--- src/pkg/mie_pkg.sv ---
// Constants, types and decoding for the instruction subset execution unit.
// Assumes a classic Wishbone master with 32-bit data and byte addresses.
//
// Contract
// - OR literal into accumulator stores the result there and updates the zero flag.
// - Load literal puts the literal into the accumulator, no flag changes.
// - Store accumulator copies it into the addressed file register, no flag changes.
// - Copy file goes to accumulator or back to itself, zero flag always updated.
// - Return from interrupt loads program counter from stack top, sets global enable.
// - Rotate left: old carry into bit 0, old bit 7 into carry, only carry changes.
// - Rotate left result goes to accumulator for target 0, file register for 1.
// - Return pops the stack in the same cycle that the program counter is loaded.
package mie_pkg;
	localparam int ADR_W = 8;
	localparam int DAT_W = 32;
	localparam int INSTR_W = 14;
	localparam int PC_W = 11;
	localparam int ACC_W = 8;
	localparam int FADDR_W = 7;
	localparam int STACK_DEPTH = 8;
	localparam logic [ADR_W-1:0] OFF_INSTR = 8'h00;
	localparam logic [ADR_W-1:0] OFF_ACC = 8'h04;
	localparam logic [ADR_W-1:0] OFF_STATUS = 8'h08;
	localparam logic [ADR_W-1:0] OFF_PC = 8'h0C;
	localparam logic [ADR_W-1:0] OFF_STACK = 8'h10;
	localparam logic [ADR_W-1:0] OFF_FADDR = 8'h14;
	localparam logic [ADR_W-1:0] OFF_FDATA = 8'h18;
	localparam int ST_CARRY = 0;
	localparam int ST_ZERO = 1;
	localparam int ST_GLOBAL_IRQ_ENABLE = 2;
	localparam int ST_BUSY = 3;
	localparam logic [5:0] OPC_OR = 6'h01;
	localparam logic [5:0] OPC_LOAD = 6'h02;
	localparam logic [5:0] OPC_STORE = 6'h03;
	localparam logic [5:0] OPC_COPY = 6'h04;
	localparam logic [5:0] OPC_RET = 6'h05;
	localparam logic [5:0] OPC_ROTL = 6'h06;
	localparam int OPC_LSB = 8;
	localparam int DEST_BIT = 7;
	localparam logic [PC_W-1:0] PC_RST = 11'h000;
	localparam logic [ACC_W-1:0] ACC_RST = 8'h00;

	typedef enum logic [2:0] {MIE_NONE, MIE_OR, MIE_LOAD, MIE_STORE, MIE_COPY, MIE_RET, MIE_ROTL} mie_op_t;

	typedef struct packed {
		mie_op_t op;
		logic [ACC_W-1:0] lit;
		logic dest_file;
		logic [FADDR_W-1:0] faddr;
	} mie_instr_t;

	typedef struct packed {
		logic global_irq_enable;
		logic zero;
		logic carry;
	} mie_status_t;

	function automatic mie_instr_t mie_decode(input logic [INSTR_W-1:0] w);
		mie_instr_t r;
		r.lit = w[ACC_W-1:0];
		r.dest_file = w[DEST_BIT];
		r.faddr = w[FADDR_W-1:0];
		case (w[INSTR_W-1:OPC_LSB])
			OPC_OR: r.op = MIE_OR;
			OPC_LOAD: r.op = MIE_LOAD;
			OPC_STORE: r.op = MIE_STORE;
			OPC_COPY: r.op = MIE_COPY;
			OPC_RET: r.op = MIE_RET;
			OPC_ROTL: r.op = MIE_ROTL;
			default: r.op = MIE_NONE;
		endcase
		return r;
	endfunction
endpackage

--- src/logic/mie_exec.sv ---
// Execution unit for a subset of 8-bit microcontroller instructions.
// Software drives it over classic Wishbone; all state sits on clk_in.
//
// Design decisions made here: the register addresses and the Wishbone register port.
`timescale 1ns/10ps
module mie_exec (
	input wire logic clk_in,
	input wire logic reset_n_in,
	input wire logic wb_cyc_in,
	input wire logic wb_stb_in,
	input wire logic wb_we_in,
	input wire logic [mie_pkg::ADR_W-1:0] wb_adr_in,
	input wire logic [3:0] wb_sel_in,
	input wire logic [mie_pkg::DAT_W-1:0] wb_dat_in,
	output logic [mie_pkg::DAT_W-1:0] wb_dat_out,
	output logic wb_ack_out,
	output logic busy_out,
	output logic global_irq_enable_out
);
	import mie_pkg::*;

	typedef enum logic [1:0] {ST_IDLE, ST_EXEC, ST_EXEC2} mie_state_t;

	localparam int SP_W = $clog2(STACK_DEPTH);
	localparam int FDEPTH = 1 << FADDR_W;

	mie_state_t state_q, state_d;
	logic [INSTR_W-1:0] ir_q, ir_d;
	logic [ACC_W-1:0] acc_q, acc_d;
	mie_status_t st_q, st_d;
	logic [PC_W-1:0] pc_q, pc_d;
	logic [SP_W-1:0] sp_q, sp_d;
	logic [SP_W:0] depth_q, depth_d;
	logic [FADDR_W-1:0] faddr_q, faddr_d;
	logic ack_q, ack_d;
	logic [DAT_W-1:0] rdat_q, rdat_d;
	logic [ACC_W-1:0] file_q [FDEPTH];
	logic [PC_W-1:0] stack_q [STACK_DEPTH];
	logic f_we;
	logic [FADDR_W-1:0] f_wa;
	logic [ACC_W-1:0] f_wd;
	logic s_we;
	logic [SP_W-1:0] s_wa;
	logic [PC_W-1:0] s_wd;
	mie_instr_t dec;
	logic [ACC_W-1:0] fval;
	logic [ACC_W-1:0] rot;
	logic [ACC_W-1:0] orv;
	logic req;
	logic wr_take;
	logic [DAT_W-1:0] wdat;

	// Byte lanes not selected keep their old contents
	function automatic logic [DAT_W-1:0] lane_merge(input logic [DAT_W-1:0] old, input logic [DAT_W-1:0] nw,
			input logic [3:0] sel);
		logic [DAT_W-1:0] m;
		m = {{8{sel[3]}}, {8{sel[2]}}, {8{sel[1]}}, {8{sel[0]}}};
		return (old & ~m) | (nw & m);
	endfunction

	assign dec = mie_decode(ir_q);
	assign fval = file_q[dec.faddr];
	assign rot = {fval[ACC_W-2:0], st_q.carry};
	assign orv = acc_q | dec.lit;
	assign req = wb_cyc_in & wb_stb_in;
	// Writes land on the edge where the master sees ack
	assign wr_take = req & wb_we_in & ack_q;
	assign busy_out = (state_q != ST_IDLE);
	assign global_irq_enable_out = st_q.global_irq_enable;
	assign wb_ack_out = ack_q;
	assign wb_dat_out = rdat_q;

	// Bus slave: ack one cycle after the request, dropped the cycle after
	always_comb begin
		ack_d = req & ~ack_q;
		rdat_d = rdat_q;
		if (req & ~ack_q) begin
			rdat_d = '0;
			case (wb_adr_in)
				OFF_INSTR: rdat_d[INSTR_W-1:0] = ir_q;
				OFF_ACC: rdat_d[ACC_W-1:0] = acc_q;
				OFF_STATUS: begin
					rdat_d[ST_CARRY] = st_q.carry;
					rdat_d[ST_ZERO] = st_q.zero;
					rdat_d[ST_GLOBAL_IRQ_ENABLE] = st_q.global_irq_enable;
					rdat_d[ST_BUSY] = busy_out;
				end
				OFF_PC: rdat_d[PC_W-1:0] = pc_q;
				OFF_STACK: rdat_d[SP_W:0] = depth_q;
				OFF_FADDR: rdat_d[FADDR_W-1:0] = faddr_q;
				OFF_FDATA: rdat_d[ACC_W-1:0] = file_q[faddr_q];
				default: rdat_d = '0;
			endcase
		end
	end

	always_ff @(posedge clk_in or negedge reset_n_in) begin
		if (!reset_n_in) begin
			ack_q <= 1'b0;
			rdat_q <= '0;
		end else begin
			ack_q <= ack_d;
			rdat_q <= rdat_d;
		end
	end

	// Core execution and software writes; software writes are dropped while busy
	always_comb begin
		state_d = state_q;
		ir_d = ir_q;
		acc_d = acc_q;
		st_d = st_q;
		pc_d = pc_q;
		sp_d = sp_q;
		depth_d = depth_q;
		faddr_d = faddr_q;
		f_we = 1'b0;
		f_wa = dec.faddr;
		f_wd = '0;
		s_we = 1'b0;
		s_wa = sp_q;
		s_wd = '0;
		wdat = '0;
		case (state_q)
			ST_IDLE: begin
				if (wr_take) begin
					case (wb_adr_in)
						OFF_INSTR: begin
							wdat = lane_merge({{(DAT_W-INSTR_W){1'b0}}, ir_q}, wb_dat_in, wb_sel_in);
							ir_d = wdat[INSTR_W-1:0];
							state_d = ST_EXEC;
						end
						OFF_ACC: begin
							wdat = lane_merge({{(DAT_W-ACC_W){1'b0}}, acc_q}, wb_dat_in, wb_sel_in);
							acc_d = wdat[ACC_W-1:0];
						end
						OFF_STATUS: begin
							if (wb_sel_in[0]) begin
								st_d.carry = wb_dat_in[ST_CARRY];
								st_d.zero = wb_dat_in[ST_ZERO];
								st_d.global_irq_enable = wb_dat_in[ST_GLOBAL_IRQ_ENABLE];
							end
						end
						OFF_PC: begin
							wdat = lane_merge({{(DAT_W-PC_W){1'b0}}, pc_q}, wb_dat_in, wb_sel_in);
							pc_d = wdat[PC_W-1:0];
						end
						OFF_STACK: begin
							// Push; the oldest entry is overwritten once the stack is full
							s_we = 1'b1;
							s_wa = SP_W'(sp_q + 1'b1);
							s_wd = wb_dat_in[PC_W-1:0];
							sp_d = SP_W'(sp_q + 1'b1);
							if (depth_q != (SP_W+1)'(STACK_DEPTH))
								depth_d = (SP_W+1)'(depth_q + 1'b1);
						end
						OFF_FADDR: begin
							if (wb_sel_in[0])
								faddr_d = wb_dat_in[FADDR_W-1:0];
						end
						OFF_FDATA: begin
							if (wb_sel_in[0]) begin
								f_we = 1'b1;
								f_wa = faddr_q;
								f_wd = wb_dat_in[ACC_W-1:0];
							end
						end
						default: ;
					endcase
				end
			end
			ST_EXEC: begin
				state_d = ST_IDLE;
				pc_d = PC_W'(pc_q + 1'b1);
				case (dec.op)
					MIE_OR: begin
						acc_d = orv;
						st_d.zero = (orv == '0);
					end
					MIE_LOAD: acc_d = dec.lit;
					MIE_STORE: begin
						f_we = 1'b1;
						f_wd = acc_q;
					end
					MIE_COPY: begin
						st_d.zero = (fval == '0);
						if (dec.dest_file) begin
							f_we = 1'b1;
							f_wd = fval;
						end else begin
							acc_d = fval;
						end
					end
					MIE_RET: begin
						pc_d = stack_q[sp_q];
						st_d.global_irq_enable = 1'b1;
						sp_d = SP_W'(sp_q - 1'b1);
						if (depth_q != '0)
							depth_d = (SP_W+1)'(depth_q - 1'b1);
						state_d = ST_EXEC2;
					end
					MIE_ROTL: begin
						st_d.carry = fval[ACC_W-1];
						if (dec.dest_file) begin
							f_we = 1'b1;
							f_wd = rot;
						end else begin
							acc_d = rot;
						end
					end
					default: ;
				endcase
			end
			// Second cycle of a return: nothing is done but the step back to idle
			ST_EXEC2: state_d = ST_IDLE;
			default: state_d = ST_IDLE;
		endcase
	end

	always_ff @(posedge clk_in or negedge reset_n_in) begin
		if (!reset_n_in) begin
			state_q <= ST_IDLE;
			ir_q <= '0;
			acc_q <= ACC_RST;
			st_q <= '0;
			pc_q <= PC_RST;
			sp_q <= '0;
			depth_q <= '0;
			faddr_q <= '0;
		end else begin
			state_q <= state_d;
			ir_q <= ir_d;
			acc_q <= acc_d;
			st_q <= st_d;
			pc_q <= pc_d;
			sp_q <= sp_d;
			depth_q <= depth_d;
			faddr_q <= faddr_d;
		end
	end

	// Arrays are data, not control, so they are left out of reset
	always_ff @(posedge clk_in) begin
		if (f_we)
			file_q[f_wa] <= f_wd;
		if (s_we)
			stack_q[s_wa] <= s_wd;
	end

	logic exec_now;
	assign exec_now = (state_q == ST_EXEC);
endmodule

--- config.mk ---
export PLATFORM = sky130hd
export DESIGN_NAME = mie_exec
export DESIGN_NICKNAME = d
export VERILOG_FILES = /design/src/pkg/mie_pkg.sv /design/src/logic/mie_exec.sv
export SDC_FILE = /design/constraint.sdc
export NUM_CORES = 2
export LEC_CHECK = 0
export ABC_AREA = 1
export BUFFER_PORTS_ARGS = -buffer_cell sky130_fd_sc_hd__buf_2
export CORE_MARGIN = 4
export CORE_UTILIZATION = 55
export CTS_BUF_LIST = sky130_fd_sc_hd__clkbuf_16
export DETAILED_ROUTE_END_ITERATION = 6
export PLACE_DENSITY = 0.69
export SLEW_MARGIN = 20
export SYNTH_ARGS = -nofsm -noshare
export SYNTH_HDL_FRONTEND = slang
export SYNTH_SLANG_ARGS = --single-unit
--- constraint.sdc ---
create_clock -name clk_in -period 8.15 [get_ports clk_in]
set_input_delay 2.445 -clock clk_in [delete_from_list [all_inputs] [get_ports clk_in]]
set_output_delay 2.445 -clock clk_in [all_outputs]
set_load 0.03 [all_outputs]
==> flow_metrics.env <==
export IMPL_critPathMaxFanout=88
export IMPL_hpwl_um=113100
export IMPL_maxCapViolations=0
export IMPL_whs_path_depth=2
export IMPL_rsz0062_at_grt="no"
export IMPL_overflow=0
export IMPL_fin_setup_tns_ns=0
export IMPL_cts_setup_buffers=0
export IMPL_dp_slack_ns=2.046
export IMPL_die_y_um=335.5
export IMPL_yosysSeqAreaShare=0.5944
export IMPL_synth_top_cell_area_share=0.5660
export IMPL_worstSetupPathType="flip-flop to flip-flop"
export IMPL_avgSynthCellArea_um2=9.085
export IMPL_dp_cells=7533
export IMPL_cts_buffers=130
export IMPL_insertion_delay_ns=0.76
export IMPL_io_buffer_count=45
export IMPL_clkTransAtPathRegs_ns=0.06
export IMPL_cts_tree="done"
export IMPL_synthArstFlopShare=0.05683
export IMPL_maxSlewViolCount=0
export IMPL_slew_limit_headroom=0.2201
export IMPL_p_leak_uw=0.02436
export IMPL_netlist_cell_type_count=49
export IMPL_cp_arrival_ns=5.95
export IMPL_fin_skew_ns=0.03546
export IMPL_cts_resized=0
export IMPL_synth_ff_latch_count=1179
export IMPL_min_period_over_period=0.6762
export IMPL_layout_commonest_cell="nand2_1"
export IMPL_layout_min_cycle_time_ns=5.511
export IMPL_grt_max_degree=177
export IMPL_cts_sinks=1179
export IMPL_hold_buffers=0
export IMPL_wl_per_cell_um=25.47
export IMPL_end_kind="flip-flop"
export IMPL_startpoint_type="flip-flop"
export IMPL_num_io_pins=84
export IMPL_finalNetCount=6329
export IMPL_cts_max_path_buffers=3
export IMPL_viasPerCell=6.550
export IMPL_drt_initial_drc_count=8248
export IMPL_instances_no_fill=7770
export IMPL_netlist_top_cell_by_area="edfxtp_1"
export IMPL_rr_worst_depth=16
export IMPL_yosys_warnings=0
export IMPL_area_growth_synth_to_final_pct=8.129
export IMPL_dr_total_vias=50891
export IMPL_power_density_nw_per_um2=192.6
export IMPL_drt_pass1_iterations=7
export IMPL_antenna_found_initial=2
export IMPL_root_buffer="clkbuf_16"
export IMPL_synthTopCellsByArea="edfxtp_1 57%, nand2_1 11%, nand3_1 9.6%"
export IMPL_fp_row_count=119
export IMPL_power_uw=12290
export IMPL_syn_cell_area_um2=59000
export IMPL_cp_required_ns=8.59
export IMPL_postRouteAntennaNets=0
export IMPL_drive_above_1_share=0.06146
export IMPL_final_cell_mix="1,670 x nand2_1, 1,126 x nand3_1, 1,112 x edfxtp_1, 773 x nor2_1, 600 x o21ai_0"
export IMPL_fin_util=0.6026
export IMPL_floorplan_initialDensity=0.5573
export IMPL_gp_congestion=0.9517
export IMPL_track_usage=0.3423
export IMPL_finalHoldViolations=0
export IMPL_dieWidth_um=335.5
export IMPL_hp_class="flip-flop to flip-flop"
export IMPL_drcViolationCount=0
export IMPL_ir_worst_vdd_uv=196.1
export IMPL_dieArea_um2=112600
export IMPL_worstMarginPinSlew_ns=1.170
export IMPL_grt_pass1_vias=47273
export IMPL_synth_edf_count=1112
export IMPL_synthFlopType="edfxtp_1"
export IMPL_h_tree_depth=4
export IMPL_grt_pass1_wl_um=291100
export IMPL_setup_ws_ns=2.639
export IMPL_coreArea_um2=105900
export IMPL_fmax_mhz=181.5
export IMPL_status="completed"
export IMPL_setup_viol=0
export IMPL_wl_um=197900
export IMPL_syn_inst=6494
==> metrics by stage <==
stage	cell area [um^2]	hold WS, ns
floorplan	59060	0.4495
global placement	59700	0.4610
detailed placement	59700	0.4649
CTS	63760	0.4798
global route	63790	0.5058
finish	63790	0.4732
==> critical path: stages, from the launching register on <==
cell	delay [ns]
dfrtp_4	0.71
buf_4	0.73
buf_4	0.74
nand3_1	0.17
nand3_1	0.13
nand3_1	0.10
nand2_1	0.23
nand2_1	0.07
nand3_1	0.20
nand2_1	0.08
nand2_1	0.17
nand2_1	0.16
nand2_1	0.14
a21oi_1	0.08
o21ai_1	0.33
nand2_8	0.49
buf_4	0.48
==> synth_stat cells, types with 10 or more instances <==
cell      instances
nand2_2          13
dfrtp_1          67
o21ai_1          44
buf_1            35
inv_1            96
o21ai_0         601
buf_2           211
nand3_1        1126
nor2_1          779
edfxtp_1       1112
xor2_1           10
inv_2            13
nor3_1           14
nand2_1        1677
buf_4            34
a21oi_1          50
o221ai_1         11
o22ai_1         288
clkbuf_1        223
==> state kept, by name, summed over array words and instances (netlist names), 2 cells and up, named ones only <==
name        flops
wb_dat_out     14
sp_q            3
faddr_q         7
stack_q        88
depth_q         4
file_q       1024
state_q         2
==> cells by family after synthesis <==
| family | Yosys count | synth area share |
|---|---|---|
| compound gates | 1032 | 0.09631 |
| xor+xnor | 11 | 0.001633 |
| fa+ha+maj | 6 | 0.001400 |
| buf+inv | 621 | 0.04630 |
| flops | 1179 | 0.5944 |
| mux | 4 | 0.0006999 |
| other cells | 1 | 0.00006356 |
| simple gates | 3640 | 0.2592 |
==> power breakdown <==
part	total, uW	switching, uW	internal, uW
combinational	114	87.0	26.8
clock	5640	2430	3210
sequential	6540	4.83	6530
total	12300	2520	9770
==> metal layers <==
metal  vias to the layer above  GRT usage  routed length (um)
li1                      22276          -                   -
met1                     24145     0.4665               72640
met2                      3790     0.5232               88380
met3                       680    0.07907               26630
met4                         0     0.1631               10250
met5                         -          0                   0
==> worst paths after layout <==
kind / slack (ns) / startpoint / to
min reg2reg: 0.47 / wb_dat_out[13] / wb_dat_out[13]
max in group asynchronous: 5.51 / reset_n_in / async pin
max reg2reg: 2.64 / flip-flop / file_q[62][5]
min in group asynchronous: 1.91 / reset_n_in / wb_dat_out[0]
max: 2.64 / flip-flop / file_q[62][5]
min: 0.47 / wb_dat_out[13] / wb_dat_out[13]
==> area by class of cell <==
class / count / area, um^2
timing repair buffer: 136 / 1071
multi-input combinational: 4711 / 21350
tap: 1391 / 1740
sequential: 1179 / 35090
inverter: 116 / 470.5
clock buffer: 134 / 3353
antenna: 1 / 2.502
fill: 8720 / 42070
clock inverter: 102 / 706.9
Note: power is estimated with default switching activity, not from simulation.
